$ cat src/hdl/sac_pkg.sv
// constants shared by both ends of the converter link
// How it works
// - ten trials, weights 512, 256 down to one
// - set trial bit, clear it when sample below
// - sample with switches closed, open, convert, repeat
// - chip select falling edge starts a cycle from idle, completion while select is low starts the next
// - chip select fall aborts cycle, result kept
// - host keeps chip select away from completion
// - clamp result at full scale and zero
// - control inputs ignored for setup plus two ticks
// - host waits 1.425 us before first address
// - host gives rising edge within 9.5 us
// - host serial clock at most 2.1 MHz
// - four address bits msb first, first rises
// - sample from fourth fall, hold at tenth fall
package sac_pkg;
    // =========================================================
    // widths and codes
    localparam int RES_BITS = 10;
    localparam int ADDR_BITS = 4;
    localparam logic [9:0] MSB_TRIAL = 10'h200;
    localparam logic [9:0] FULL_CODE = 10'h3FF;
    localparam logic [9:0] ZERO_CODE = 10'h000;
    // =========================================================
    // serial clock edge positions
    localparam logic [4:0] ADDR_RISES = 5'h04;
    localparam logic [4:0] SAMPLE_FALL = 5'h04;
    localparam logic [4:0] HOLD_FALL = 5'h0A;
    // =========================================================
    // timing
    localparam int CLK_NS = 10;
    localparam int CS_SETUP_NS = 1425;
    localparam int CS_SETUP_CYC = (CS_SETUP_NS + CLK_NS - 1) / CLK_NS;
    localparam int IO_MAX_KHZ = 2100;
    localparam int IO_MIN_PERIOD_NS = (1000000 + IO_MAX_KHZ - 1) / IO_MAX_KHZ;
    localparam int IO_HALF_CYC = (IO_MIN_PERIOD_NS + 2 * CLK_NS - 1) / (2 * CLK_NS);
    localparam int SLOW_RISE_NS = 9500;
    localparam int SLOW_RISE_CYC = SLOW_RISE_NS / CLK_NS;
    localparam int DEV_SETUP_NS = 500;
    localparam int DEV_SETUP_CYC = (DEV_SETUP_NS + CLK_NS - 1) / CLK_NS;
    localparam int SYS_DIV = 25;
    localparam int FILTER_TICKS = 2;
    localparam int CONV_WAIT_CYC = 400;
endpackage

$ cat src/hdl/sac_if.sv
// serial link between host and converter
`timescale 1ns/10ps
interface sac_if;
    logic cs_n;
    logic io_clk;
    logic addr;
    logic data_out;
    logic data_oe;
    modport dev (input cs_n, input io_clk, input addr, output data_out, output data_oe);
    modport host (output cs_n, output io_clk, output addr, input data_out, input data_oe);
endinterface

$ cat src/hdl/sac_sync.sv
// two flip-flop synchroniser
`timescale 1ns/10ps
module sac_sync #(
    parameter int W = 1
) (
    // clock and reset
    input wire logic core_clk_in,
    input wire logic rst_in,
    // data
    input wire logic [W-1:0] d_in,
    output logic [W-1:0] q_out
);
    logic [W-1:0] m_q;
    logic [W-1:0] s_q;
    always_ff @(posedge core_clk_in)
    begin
        if (rst_in)
        begin
            m_q <= '0;
            s_q <= '0;
        end
        else
        begin
            m_q <= d_in;
            s_q <= m_q;
        end
    end
    assign q_out = s_q;
endmodule // sac_sync

$ cat src/hdl/sac_dev.sv
// converter end: chip select sequencing and successive approximation
`timescale 1ns/10ps
module sac_dev #(
    parameter int SYS_DIV = sac_pkg::SYS_DIV
) (
    // clock and reset
    input wire logic core_clk_in,
    input wire logic rst_in,
    // link
    sac_if.dev link,
    // analog side
    input wire logic cmp_below_in,
    input wire logic above_ref_in,
    input wire logic below_ref_in,
    output logic [9:0] trial_out,
    output logic sample_out,
    output logic [3:0] chan_out,
    // status
    output logic [9:0] result_out,
    output logic conv_done_out
);
    typedef enum logic [1:0] {D_IDLE, D_FILTER, D_XFER, D_CONV} sac_dstate_e;

    // =========================================================
    // input synchronisation and edges
    logic [2:0] pins_s;
    logic cs_n_s, io_s, addr_s;
    logic cs_prev_q, io_prev_q;
    logic cs_fall, io_rise, io_fall;

    sac_sync #(.W(3)) u_sync (
        .core_clk_in(core_clk_in),
        .rst_in(rst_in),
        // select enters active high so the flops reset to its idle level
        .d_in({~link.cs_n, link.io_clk, link.addr}),
        .q_out(pins_s)
    );

    assign cs_n_s = ~pins_s[2];
    assign io_s = pins_s[1];
    assign addr_s = pins_s[0];
    assign cs_fall = cs_prev_q & ~cs_n_s;
    assign io_rise = ~io_prev_q & io_s;
    assign io_fall = io_prev_q & ~io_s;

    always_ff @(posedge core_clk_in)
    begin
        if (rst_in)
        begin
            cs_prev_q <= 1'b1;
            io_prev_q <= 1'b0;
        end
        else
        begin
            cs_prev_q <= cs_n_s;
            io_prev_q <= io_s;
        end
    end

    // =========================================================
    // internal system clock
    logic [7:0] sys_cnt_q, sys_cnt_d;
    logic sys_tick;

    assign sys_tick = (sys_cnt_q == 8'(SYS_DIV - 1));

    always_comb
    begin
        sys_cnt_d = sys_tick ? 8'h00 : sys_cnt_q + 8'h01;
    end

    always_ff @(posedge core_clk_in)
    begin
        if (rst_in)
            sys_cnt_q <= 8'h00;
        else
            sys_cnt_q <= sys_cnt_d;
    end

    // =========================================================
    // sequencer
    sac_dstate_e state_q, state_d;
    logic [7:0] tmr_q, tmr_d;
    logic [4:0] rise_q, rise_d;
    logic [4:0] fall_q, fall_d;
    logic [3:0] addr_sh_q, addr_sh_d;
    logic [3:0] chan_q, chan_d;
    logic [9:0] trial_q, trial_d;
    logic [3:0] idx_q, idx_d;
    logic [9:0] result_q, result_d;
    logic [9:0] shift_q, shift_d;
    logic sample_q, sample_d;
    logic done_q, done_d;
    logic data_q, data_d;
    logic oe_q, oe_d;

    function automatic logic [9:0] bit_of(input logic [3:0] i);
        bit_of = 10'h001 << i;
    endfunction

    always_comb
    begin
        state_d = state_q;
        tmr_d = tmr_q;
        rise_d = rise_q;
        fall_d = fall_q;
        addr_sh_d = addr_sh_q;
        chan_d = chan_q;
        trial_d = trial_q;
        idx_d = idx_q;
        result_d = result_q;
        shift_d = shift_q;
        sample_d = sample_q;
        done_d = done_q;
        oe_d = ~cs_n_s;
        if ((state_q == D_XFER || state_q == D_CONV) && io_fall)
            shift_d = {shift_q[8:0], 1'b0};
        if (cs_fall)
        begin
            // a new select edge restarts from the filter state
            state_d = D_FILTER;
            tmr_d = 8'h00;
            sample_d = 1'b0;
            trial_d = sac_pkg::ZERO_CODE;
            // previous result msb stands from the start of the transfer
            shift_d = result_q;
        end
        else
        begin
            case (state_q)
                D_IDLE:
                begin
                    tmr_d = 8'h00;
                end
                D_FILTER:
                begin
                    // setup interval, then two system clock falls
                    if (tmr_q < 8'(sac_pkg::DEV_SETUP_CYC))
                        tmr_d = tmr_q + 8'h01;
                    else if (sys_tick)
                    begin
                        tmr_d = tmr_q + 8'h01;
                        if (tmr_q == 8'(sac_pkg::DEV_SETUP_CYC + sac_pkg::FILTER_TICKS - 1))
                        begin
                            state_d = D_XFER;
                            rise_d = 5'h00;
                            fall_d = 5'h00;
                            shift_d = result_q;
                        end
                    end
                    if (cs_n_s)
                        state_d = D_IDLE;
                end
                D_XFER:
                begin
                    if (cs_n_s)
                    begin
                        state_d = D_IDLE;
                        sample_d = 1'b0;
                    end
                    else
                    begin
                        if (io_rise && rise_q < sac_pkg::ADDR_RISES)
                        begin
                            addr_sh_d = {addr_sh_q[2:0], addr_s};
                            rise_d = rise_q + 5'h01;
                            if (rise_q == sac_pkg::ADDR_RISES - 5'h01)
                                chan_d = {addr_sh_q[2:0], addr_s};
                        end
                        if (io_fall)
                        begin
                            fall_d = fall_q + 5'h01;
                            if (fall_q + 5'h01 == sac_pkg::SAMPLE_FALL)
                            begin
                                sample_d = 1'b1;
                                done_d = 1'b0;
                            end
                            if (fall_q + 5'h01 == sac_pkg::HOLD_FALL)
                            begin
                                // hold the sample, open switches, start from midscale
                                sample_d = 1'b0;
                                trial_d = sac_pkg::MSB_TRIAL;
                                idx_d = 4'(sac_pkg::RES_BITS - 1);
                                state_d = D_CONV;
                            end
                        end
                    end
                end
                D_CONV:
                begin
                    if (sys_tick)
                    begin
                        if (cmp_below_in)
                            trial_d = trial_q & ~bit_of(idx_q);
                        if (idx_q == 4'h0)
                        begin
                            if (above_ref_in)
                                result_d = sac_pkg::FULL_CODE;
                            else if (below_ref_in)
                                result_d = sac_pkg::ZERO_CODE;
                            else if (cmp_below_in)
                                result_d = trial_q & ~bit_of(idx_q);
                            else
                                result_d = trial_q;
                            done_d = 1'b1;
                            // sample-then-convert begins again while select is low, else idle
                            state_d = cs_n_s ? D_IDLE : D_XFER;
                            rise_d = 5'h00;
                            fall_d = 5'h00;
                            shift_d = result_d;
                        end
                        else
                        begin
                            idx_d = idx_q - 4'h1;
                            trial_d = trial_d | bit_of(idx_q - 4'h1);
                        end
                    end
                end
                default:
                begin
                    state_d = D_IDLE;
                end
            endcase
        end
        data_d = shift_d[9];
    end


    always_ff @(posedge core_clk_in)
    begin
        if (rst_in)
        begin
            state_q <= D_IDLE;
            tmr_q <= 8'h00;
            rise_q <= 5'h00;
            fall_q <= 5'h00;
            addr_sh_q <= 4'h0;
            chan_q <= 4'h0;
            trial_q <= 10'h000;
            idx_q <= 4'h0;
            result_q <= 10'h000;
            shift_q <= 10'h000;
            sample_q <= 1'b0;
            done_q <= 1'b0;
            data_q <= 1'b0;
            oe_q <= 1'b0;
        end
        else
        begin
            state_q <= state_d;
            tmr_q <= tmr_d;
            rise_q <= rise_d;
            fall_q <= fall_d;
            addr_sh_q <= addr_sh_d;
            chan_q <= chan_d;
            trial_q <= trial_d;
            idx_q <= idx_d;
            result_q <= result_d;
            shift_q <= shift_d;
            sample_q <= sample_d;
            done_q <= done_d;
            data_q <= data_d;
            oe_q <= oe_d;
        end
    end

    assign trial_out = trial_q;
    assign sample_out = sample_q;
    assign chan_out = chan_q;
    assign result_out = result_q;
    assign conv_done_out = done_q;
    assign link.data_out = data_q;
    assign link.data_oe = oe_q;
endmodule // sac_dev

$ cat src/flat_wrapper.sv
// flat-port wrapper written by rule: the top's interface ports become plain ports
module sac_dev_flat 
#(
    parameter int SYS_DIV = sac_pkg::SYS_DIV
)
  (core_clk_in, rst_in, cmp_below_in, above_ref_in, below_ref_in, trial_out, sample_out, chan_out, result_out, conv_done_out, link_cs_n, link_io_clk, link_addr, link_data_out, link_data_oe);
  sac_if link_i ();
  input wire logic core_clk_in;
  input wire logic rst_in;
  input wire logic cmp_below_in;
  input wire logic above_ref_in;
  input wire logic below_ref_in;
  output logic [9:0] trial_out;
  output logic sample_out;
  output logic [3:0] chan_out;
  output logic [9:0] result_out;
  output logic conv_done_out;
  input wire logic [$bits(link_i.cs_n)-1:0] link_cs_n;
  input wire logic [$bits(link_i.io_clk)-1:0] link_io_clk;
  input wire logic [$bits(link_i.addr)-1:0] link_addr;
  output wire logic [$bits(link_i.data_out)-1:0] link_data_out;
  output wire logic [$bits(link_i.data_oe)-1:0] link_data_oe;
  assign link_i.cs_n = link_cs_n;
  assign link_i.io_clk = link_io_clk;
  assign link_i.addr = link_addr;
  assign link_data_out = link_i.data_out;
  assign link_data_oe = link_i.data_oe;
  sac_dev #(.SYS_DIV(SYS_DIV)) u_core (.core_clk_in(core_clk_in), .rst_in(rst_in), .link(link_i), .cmp_below_in(cmp_below_in), .above_ref_in(above_ref_in), .below_ref_in(below_ref_in), .trial_out(trial_out), .sample_out(sample_out), .chan_out(chan_out), .result_out(result_out), .conv_done_out(conv_done_out));
endmodule
$ cat config.mk
export PLATFORM = sky130hd
export DESIGN_NAME = sac_dev_flat
export DESIGN_NICKNAME = d
export VERILOG_FILES = /design/src/hdl/sac_pkg.sv /design/src/hdl/sac_if.sv /design/src/hdl/sac_sync.sv /design/src/hdl/sac_dev.sv /design/src/flat_wrapper.sv
export SDC_FILE = /design/constraint.sdc
export NUM_CORES = 1
export LEC_CHECK = 0
export BUFFER_PORTS_ARGS = -buffer_cell sky130_fd_sc_hd__buf_2
export CAP_MARGIN = 15
export CORE_MARGIN = 2
export CORE_UTILIZATION = 50
export DETAILED_ROUTE_END_ITERATION = 8
export PLACE_DENSITY = 0.72
export SLEW_MARGIN = 20
export SYNTH_ARGS = -nofsm -noshare
export SYNTH_HDL_FRONTEND = slang
export SYNTH_HIERARCHICAL = 1
export SYNTH_SLANG_ARGS = --single-unit
$ cat constraint.sdc
create_clock -name core_clk_in -period 2.2 [get_ports core_clk_in]
set_input_delay 0.22 -clock core_clk_in [delete_from_list [all_inputs] [get_ports core_clk_in]]
set_output_delay 0.22 -clock core_clk_in [all_outputs]
set_load 0.01 [all_outputs]
==> impl_metrics.csv, run 1 <==
group,metric,value,unit
status,status,"finished clean",
floorplanning,initial_core_util,0.508,
timing,tightest_slew,0.555,ns
finish,layout_common_cells,"dfxtp_1 (78), nand2_1 (51), nor2_1 (44)",
job,cap_violations,0,
synth,yosysWarnings,6,
timing,fin_crit,2.15,ns
timing,setup_viol,0,
synth,synth_area,4110,sq um
power,peakVddDrop,382,uV
floorplanning,io_pins,36,
floorplanning,rows,33,
min_path,hp-class,"primary input to register",
place,hpwl,7400,um
timing,slew_viol_final,0,
synth,synth_top_area_cell,"dfxtp_1",
synth,ys_seq_area_frac,0.390,
worst_setup_path,worstReg2RegEnd,"u_core/chan_out[2]",
worst_setup_path,r2r-start,"u_core/tmr_q[0]",
drt,drt_pre_antenna_iters,6,
timing,slew_headroom,0.626,
place,post_dp_cell_area,4540,sq um
drt,vias,3822,
clock_tree,hold_buffers,0,
synth,synth_top_cell_area_share,0.390,
clock_tree,clk_latency,0.35,ns
finish,final_nets,561,
floorplanning,die_height,94.7,um
finish,area_growth,16.4,%
synth,synth-seq-cells,80,
place,dp.cells,631,
timing,skew,0.00472,ns
synth,synth.distinct_cells,65,
finish,nFillCells,751,
clock_tree,cts_buffers,9,
worst_setup_path,rr_worst_depth,7,
drt,ant_nets,0,
clock_tree,cts_max_level,3,
place,gp_congestion,0.915,
worst_setup_path,cp_data_required_time,2.43,ns
floorplanning,dieArea,8960,sq um
timing,finalCritPeriodShare,0.977,
global_routing,grt_max_degree,43,
synth,synth_ff_type,"dfxtp_1",
clock_tree,clock_sink_count,80,
timing,rsz0062_at_grt,"true",
timing,finalHoldViolations,0,
power,p_int,0.00206,W
clock_tree,cts_tree,"yes",
clock_tree,cts_root_buf,"clkbuf_8",
synth,synth-edff-count,0,
worst_setup_path,reg2reg_slack,0.05,ns
timing,fin_tns_setup,0,ns
power,total_power,0.00277,W
drt,via_per_inst,5.89,
drt,drc,0,
place,io_buffers,35,
timing,max_freq,0.465,GHz
worst_setup_path,crit_type,"register to register",
worst_setup_path,endpoint,"u_core/chan_out[2]",
finish,instances_no_fill,649,
power,p_clk_frac,0.395,
clock_tree,cts.clk_slew.worst_paths,0.08,ns
worst_setup_path,cp-start-kind,"register",
global_routing,grt_pass1_vias,3551,
global_routing,grt.total_usage,0.241,
floorplanning,core_area,8090,sq um
synth,ys_top_cells_by_area,"dfxtp_1 (39%), mux2i_1 (5.1%), nand2_1 (4.7%), ha_1 (4.3%), nor2_1 (4.0%)",
power,switching_share,0.255,
finish,final_common_cell,"dfxtp_1",
synth,async_flop_share,0,
floorplanning,die_w,94.7,um
finish,drive_above_1_share,0.182,
power,p_leak,1.89,nW
power,power_switching,0.000708,W
finish,final_area,4780,sq um
global_routing,antenna_found_initial,0,
worst_setup_path,startpoint,"u_core/tmr_q[0]",
worst_setup_path,critPathCaptureType,"register",
drt,routed_wl,10200,um
clock_tree,cts.path.max_buffers,2,
synth,syn-instance-count,485,
finish,n_antenna_cell,0,
power,combPwrFrac,0.072,
power,power.share.sequential,0.533,
global_routing,grt_pass1_wl,17100,um
worst_setup_path,cp_max_fo,6,
drt,dr.first_iter.drc_count,286,
power,p_per_area,579,nW/um^2
worst_setup_path,cp.arrival,2.38,ns
synth,synth.avg_cell_area,8.47,sq um
drt,avgRoutedWirePerCell,15.8,um
synth,synth_nets,507,
global_routing,overflow,0,
## routing by layer
metal,track usage,share of wire,vias to the layer above,wire [um]
li1,-,-,1876,-
met1,0.344,0.48,1799,4880
met2,0.363,0.45,125,4580
met3,0.0423,0.055,22,563
met4,0.0918,0.020,0,204
met5,0,0,-,0
## what timing repair did
item | CTS | global route
setup buffers | 0 | 2
resized for setup | 0 | 9
endpoints found under the setup margin | 0 | 23
## flip-flops by register name, summed over array words and instances (netlist names)
signal and count:
u_core/link.data_oe 1, u_core/state_q 2, u_core/conv_done_out 1, u_core/io_prev_q 1, u_core/trial_out 10, u_core/sample_out 1
u_core/u_sync/m_q 3, u_core/addr_sh_q 3, u_core/sys_cnt_q 8, u_core/fall_q 5, u_core/rise_q 5, u_core/chan_out 4
u_core/u_sync/q_out 3, u_core/result_out 10, u_core/shift_q 10, u_core/tmr_q 8, u_core/idx_q 4, u_core/cs_prev_q 1
## final cells by class
type,instances,area (sq um),area share
clock buffer,10,128,0.0267
clock inverter,6,67.6,0.0141
inverter,19,71.3,0.0149
multi-input combinational,363,2370,0.495
sequential,80,1610,0.336
tap,105,131,0.0275
timing repair buffer,66,408,0.0853
## Yosys cell counts (all sizes together), types with 4 or more instances
cell type	n
a21o	4
nand3	27
o21ai	22
nor2	44
o221ai	9
nor4	7
inv	19
and3b	4
xor2	5
o31ai	4
nor3	17
clkbuf	20
a22oi	4
nor2b	13
a21boi	4
dfxtp	80
a211oi	12
nand2	51
xnor2	6
a21oi	25
ha	14
o2bb2ai	6
mux2i	21
a31oi	6
## stage by stage
stage	setup WS (ns)	util	hold slack, ns
floorplan	0.119	-	0.292
global placement	0.123	0.561	0.421
detailed placement	0.0313	0.561	0.430
CTS	0.0157	0.585	0.0567
global route	-0.00726	0.591	0.0782
finish	0.0502	0.591	0.0702
## worst max-delay path, cell delays in order (launching register included)
cell       delay, ns
dfxtp_4         0.38
ha_4            0.14
nand4bb_1       0.13
or4_4           0.57
a2111oi_4       0.35
buf_4           0.19
mux2i_1         0.19
nor2_1          0.06
## power by group through the flow
stage	Sequential (W)	Clock (W)	Combinational, W
2_1_floorplan	0.00151	0	0.000127
3_3_place_gp	0.00151	0	0.000190
3_5_place_dp	0.00151	0	0.000192
4_1_cts	0.00148	0.00112	0.000194
5_1_grt	0.00148	0.00118	0.000220
6_report	0.00148	0.00110	0.000199
## worst min-delay path by stage
stage / startpoint / to / depth (start not counted)
6_report: link_addr / u_core/u_sync/m_q[0] / 2
5_1_grt: link_addr / u_core/u_sync/m_q[0] / 2
4_1_cts: link_addr / u_core/u_sync/m_q[0] / 2
3_5_place_dp: u_core/u_sync/m_q[1] / u_core/u_sync/q_out[1] / 1
3_3_place_gp: u_core/u_sync/m_q[0] / u_core/u_sync/q_out[0] / 1
2_1_floorplan: rst_in / u_core/u_sync/m_q[0] / 1
## logic make-up (layout without fill, tap and decap cells)
kind of cell / Yosys count / count (layout) / synth area share
compound gates: 125 / 125 / 0.217
xor+xnor: 11 / 11 / 0.0234
fa+ha+maj: 14 / 14 / 0.0426
buf+inv: 42 / 101 / 0.0408
flops: 80 / 80 / 0.390
mux: 22 / 22 / 0.0539
simple gates: 191 / 191 / 0.233
Note: power is estimated with default switching activity, not from simulation.
==> run 2: changes to the inputs <==
Settings changed: PLACE_DENSITY 0.72 to 0.7.
Clock period 2.2 ns to 2.5 ns, I/O delays scaled along.
==> run 2 against run 1 <==
Final cell count decreased by 2.5%. Highest routed layer unchanged. Fmax fell by 5.1%. Clock power grew 8%. Largest power group unchanged. Critical path depth unchanged. Worst setup slack gained 0.18 ns. Register-to-register slack better by 0.18 ns. Non-clock buffer count down 16. Largest cell class unchanged. Clock-buffer cell count unchanged. Critical path type unchanged. Critical endpoint is now u_core/fall_q[1]. Design area decreased by 2.1%. Power decreased by 4.3%. Via count shrank 3.5%.
==> impl_metrics.csv, run 2 (synthesized netlist as in run 1, its figures left out) <==
group,metric,value,unit
clock_tree,cts_root_buf,"clkbuf_8",
clock_tree,ctsResizeCount,0,
finish,drive_above_1_share,0.148,
worst_setup_path,cp_slowest_stage_delay,0.38,ns
floorplanning,io_pins,36,
worst_setup_path,reg2reg_slack,0.24,ns
timing,slew_headroom,0.569,
worst_setup_path,cp_max_fo,7,
finish,final_nets,545,
place,hpwl,7270,um
drt,via_per_inst,5.83,
drt,dr.first_iter.drc_count,243,
floorplanning,die_height,94.7,um
clock_tree,clock_sink_count,80,
drt,drt_pre_antenna_iters,5,
job,cap_violations,0,
global_routing,grt_max_degree,52,
finish,final_area,4690,sq um
drt,ant_nets,0,
global_routing,grt.total_usage,0.234,
floorplanning,initial_core_util,0.508,
timing,finalHoldViolations,0,
place,post_dp_cell_area,4430,sq um
finish,nFillCells,781,
floorplanning,dieArea,8960,sq um
timing,slew_viol_final,0,
finish,area_growth,14.0,%
floorplanning,rows,33,
finish,n_antenna_cell,0,
global_routing,met1_usage,0.328,
global_routing,met2_usage,0.351,
drt,vias,3688,
worst_setup_path,crit_family,"compound AO/OA/AOI/OAI gates",
floorplanning,core_area,8090,sq um
status,status,"finished clean",
worst_setup_path,crit_type,"register to register",
timing,finalCritPeriodShare,0.906,
clock_tree,cts_buffers,9,
worst_setup_path,cp-start-kind,"register",
worst_setup_path,crit_path_cell_trace,"inv_1, ha_1, nor4bb_1, o21ai_1, a21oi_1, o211a_1, mux2_2",
place,io_buffers,35,
worst_setup_path,cp_data_required_time,2.74,ns
drt,avgRoutedWirePerCell,15.8,um
power,p_leak,1.84,nW
timing,rsz0062_at_grt,"false",
global_routing,grt_pass1_wl,16500,um
floorplanning,die_w,94.7,um
clock_tree,postCtsSetupBuffers,0,
clock_tree,cts_max_level,3,
finish,instances_no_fill,633,
worst_setup_path,critPathBufInv,1,
timing,tightest_slew,0.645,ns
global_routing,grt_util_met3,0.0599,
clock_tree,cts.clk_slew.worst_paths,0.08,ns
finish,final_common_cell,"dfxtp_1",
timing,fin_tns_setup,0,ns
place,gp_congestion,0.937,
power,p_per_area,566,nW/um^2
timing,fin_crit,2.26,ns
clock_tree,clk_latency,0.36,ns
worst_setup_path,slowest_stage,"dfxtp_1",
drt,routed_wl,9990,um
timing,skew,0.0106,ns
finish,layout_common_cells,"dfxtp_1 (80), nand2_1 (51), nor2_1 (44)",
clock_tree,hold_buffers,0,
worst_setup_path,cp.arrival,2.51,ns
drt,drc,0,
global_routing,overflow,0,
global_routing,grt_pass1_vias,3458,
min_path,hp-class,"primary input to register",
power,peakVddDrop,468,uV
place,dp.cells,617,
clock_tree,cts.path.max_buffers,2,
clock_tree,cts_tree,"yes",
global_routing,antenna_found_initial,0,
timing,max_freq,0.442,GHz
timing,setup_viol,0,
worst_setup_path,critPathCaptureType,"register",
global_routing,grt.busiest_layer,"met2",
-- run 2: changes by cell type in the layout (fill, tap and decap cells not counted), moves of 2 or more --
| cell | before | now |
|---|---|---|
| dfxtp_1 | 78 | 80 |
| dfxtp_4 | 2 | 0 |
| buf_4 | 31 | 15 |
| bufinv_16 | 1 | 3 |
-- run 2: final timing paths --
kind / startpoint / endpoint / depth (start not counted)
max reg2reg: u_core/idx_q[0] / u_core/fall_q[1] / 7
min: link_io_clk / u_core/u_sync/m_q[1] / 2
max: u_core/idx_q[0] / u_core/fall_q[1] / 7
min reg2reg: u_core/rise_q[4] / u_core/rise_q[4] / 2
-- run 2: area by class of cell --
| cell class | instances | area [sq um] | area share |
|---|---|---|---|
| clock buffers | 10 | 138 | 0.0294 |
| multi-input cells | 363 | 2340 | 0.500 |
| clock inverters | 6 | 115 | 0.0246 |
| inverters | 19 | 71.3 | 0.0152 |
| well taps | 105 | 131 | 0.0280 |
| repair buffers | 50 | 288 | 0.0614 |
| flip-flops and latches | 80 | 1600 | 0.342 |
-- run 2: through the flow --
step,total power (W),setup slack [ns],hold WS (ns),util
after detailed placement,0.00149,0.269,0.435,0.548
after global routing,0.00275,0.104,0.106,0.579
after global placement,0.00149,0.304,0.420,0.548
after floorplan,0.00144,0.419,0.322,-
after CTS,0.00267,0.248,0.106,0.579
final,0.00265,0.235,0.118,0.579
-- run 2: power by group --
part | switching, W | leakage [nW] | total, W | internal, W
Combinational | 0.000101 | 1.07 | 0.000156 | 0.0000552
Sequential | 0.0000213 | 0.647 | 0.00131 | 0.00129
Clock | 0.000492 | 0.123 | 0.00119 | 0.000696
Total | 0.000614 | 1.84 | 0.00265 | 0.00204
-- run 2: layer usage --
layer  vias to the layer above  part of all wire
met4                         0             0.012
met2                        96              0.44
li1                       1853                 -
met3                        14             0.060
met5                         -                 0
met1                      1725              0.49
-- run 2: worst register-to-register path, stage by stage (launching register included) --
cell	delay [ns]
dfxtp_1	0.38
inv_1	0.13
ha_1	0.25
nor4bb_1	0.23
o21ai_1	0.20
a21oi_1	0.31
o211a_1	0.30
mux2_2	0.35
==> run 3: changes to the inputs <==
Settings changed: CORE_MARGIN 2 to 4.
==> run 3 against run 2 <==
Sequential power is essentially flat. Largest cell class unchanged. Routed wire length is 2.7% higher. Power decreased by 0.68%. Critical endpoint unchanged. Critical path depth unchanged.
==> impl_metrics.csv, run 3 (synthesized netlist as in run 1, its figures left out) <==
group,metric,value,unit
status,status,"finished clean",
global_routing,grt_pass1_wl,17600,um
worst_setup_path,cp_data_required_time,2.73,ns
min_path,worstHoldStart,"link_addr",
drt,routed_wl,10300,um
floorplanning,dieArea,9730,sq um
clock_tree,cts_buffers,9,
drt,drt_pre_antenna_iters,4,
timing,tightest_slew,0.664,ns
min_path,min_to,"u_core/u_sync/m_q[0]",
place,hpwl,7480,um
power,peakVddDrop,423,uV
worst_setup_path,cp_max_fo,8,
timing,skew,0.0105,ns
power,switching_share,0.235,
timing,finalHoldViolations,0,
finish,layout_common_cells,"dfxtp_1 (80), nand2_1 (51), nor2_1 (44)",
worst_setup_path,cp.arrival,2.58,ns
floorplanning,die_height,98.7,um
place,io_buffers,35,
worst_setup_path,worstReg2RegEnd,"u_core/fall_q[1]",
global_routing,met2_usage,0.326,
clock_tree,clock_sink_count,80,
floorplanning,rows,32,
floorplanning,die_w,98.7,um
global_routing,met1_usage,0.314,
drt,dr.first_iter.drc_count,277,
drt,vias,3782,
clock_tree,postCtsSetupBuffers,0,
clock_tree,cts.path.max_buffers,2,
global_routing,grt_max_degree,53,
clock_tree,clk_latency,0.35,ns
timing,slew_headroom,0.556,
clock_tree,hold_buffers,0,
power,power.share.sequential,0.495,
place,dp_slack,0.189,ns
floorplanning,io_pins,36,
global_routing,overflow,0,
place,gp_congestion,0.908,
timing,max_freq,0.426,GHz
drt,drc,0,
finish,drive_above_1_share,0.147,
finish,n_antenna_cell,0,
worst_setup_path,rr_worst_depth,7,
timing,fin_crit,2.35,ns
timing,fin_ws,0.151,ns
finish,final_nets,546,
power,combPwrFrac,0.062,
clock_tree,cts.clk_slew.worst_paths,0.08,ns
floorplanning,core_area,7850,sq um
worst_setup_path,startpoint,"u_core/idx_q[1]",
min_path,hp-class,"primary input to register",
power,p_clk_frac,0.442,
clock_tree,cts_root_buf,"clkbuf_8",
global_routing,grt.busiest_layer,"met2",
floorplanning,initial_core_util,0.524,
drt,via_per_inst,5.99,
drt,avgRoutedWirePerCell,16.3,um
drt,ant_nets,0,
global_routing,grt_pass1_vias,3561,
finish,fin_util,0.596,
timing,finalCritPeriodShare,0.939,
finish,area_growth,13.9,%
timing,fin_tns_setup,0,ns
timing,slew_viol_final,0,
worst_setup_path,reg2reg_slack,0.15,ns
clock_tree,cts_max_level,3,
clock_tree,cts_tree,"yes",
worst_setup_path,r2r-start,"u_core/idx_q[1]",
worst_setup_path,crit_type,"register to register",
timing,rsz0062_at_grt,"false",
clock_tree,ctsResizeCount,0,
power,p_int,0.00202,W
global_routing,grt_util_met3,0.0425,
global_routing,grt.total_usage,0.216,
worst_setup_path,critPathCaptureType,"register",
power,p_leak,1.84,nW
global_routing,antenna_found_initial,0,
finish,final_common_cell,"dfxtp_1",
power,power_switching,0.000618,W
power,p_per_area,563,nW/um^2
job,cap_violations,0,
timing,setup_viol,0,
min_path,min_delay_path_depth,2,
worst_setup_path,cp-start-kind,"register",
[run 3: cell types whose count changed in the layout (fill, tap and decap cells not counted)]
cell / delta
buf_4: +1
clkinv_4: -1
clkbuf_1: +1
inv_6: +1
clkbuf_8: -1
[run 3: worst max path at each step]
| stage | cells past startpoint | endpoint | slack, ns |
|---|---|---|---|
| 6_report | 7 | u_core/fall_q[1] | 0.15 |
| 5_1_grt | 7 | u_core/fall_q[1] | 0.01 |
| 4_1_cts | 7 | u_core/fall_q[1] | 0.17 |
| 3_5_place_dp | 7 | u_core/fall_q[1] | 0.19 |
| 3_3_place_gp | 7 | u_core/fall_q[1] | 0.29 |
| 2_1_floorplan | 7 | u_core/fall_q[1] | 0.42 |
[run 3: metrics by stage]
| step | cell area (sq um) | total power [W] | hold WS [ns] | cells |
|---|---|---|---|---|
| 5_1_grt | 4680 | 0.00274 | 0.110 | 631 |
| 3_3_place_gp | 4440 | 0.00149 | 0.421 | 615 |
| 4_1_cts | 4680 | 0.00266 | 0.0965 | 631 |
| 3_5_place_dp | 4440 | 0.00150 | 0.424 | 615 |
| 2_1_floorplan | 4110 | 0.00144 | 0.322 | 485 |
| 6_report | 4680 | 0.00263 | 0.113 | 631 |
[run 3: final cells by class]
class	instances	area [sq um]
repair buffers	51	295
inverters	19	71.3
well taps	102	128
clock buffers	10	128
flip-flops and latches	80	1600
clock inverters	6	115
fillers	744	3170
multi-input cells	363	2340
[run 3: worst max-delay path, stage by stage, from the launching register on]
cell      delay, ns
dfxtp_1        0.39
inv_1          0.13
ha_1           0.26
nor4bb_1       0.27
o21ai_1        0.20
a21oi_1        0.34
o211a_1        0.29
mux2_2         0.36
[run 3: layer usage]
metal  vias up  wire [um]
met3        12        588
li1       1856          -
met5         -          0
met1      1794       4980
met4         0        100
met2       120       4590
[run 3: power groups by stage]
stage / clock network (W) / registers, W / logic, W
floorplan: 0 / 0.00133 / 0.000112
global placement: 0 / 0.00133 / 0.000158
detailed placement: 0 / 0.00133 / 0.000161
CTS: 0.00119 / 0.00130 / 0.000163
global route: 0.00125 / 0.00131 / 0.000184
finish: 0.00117 / 0.00130 / 0.000164
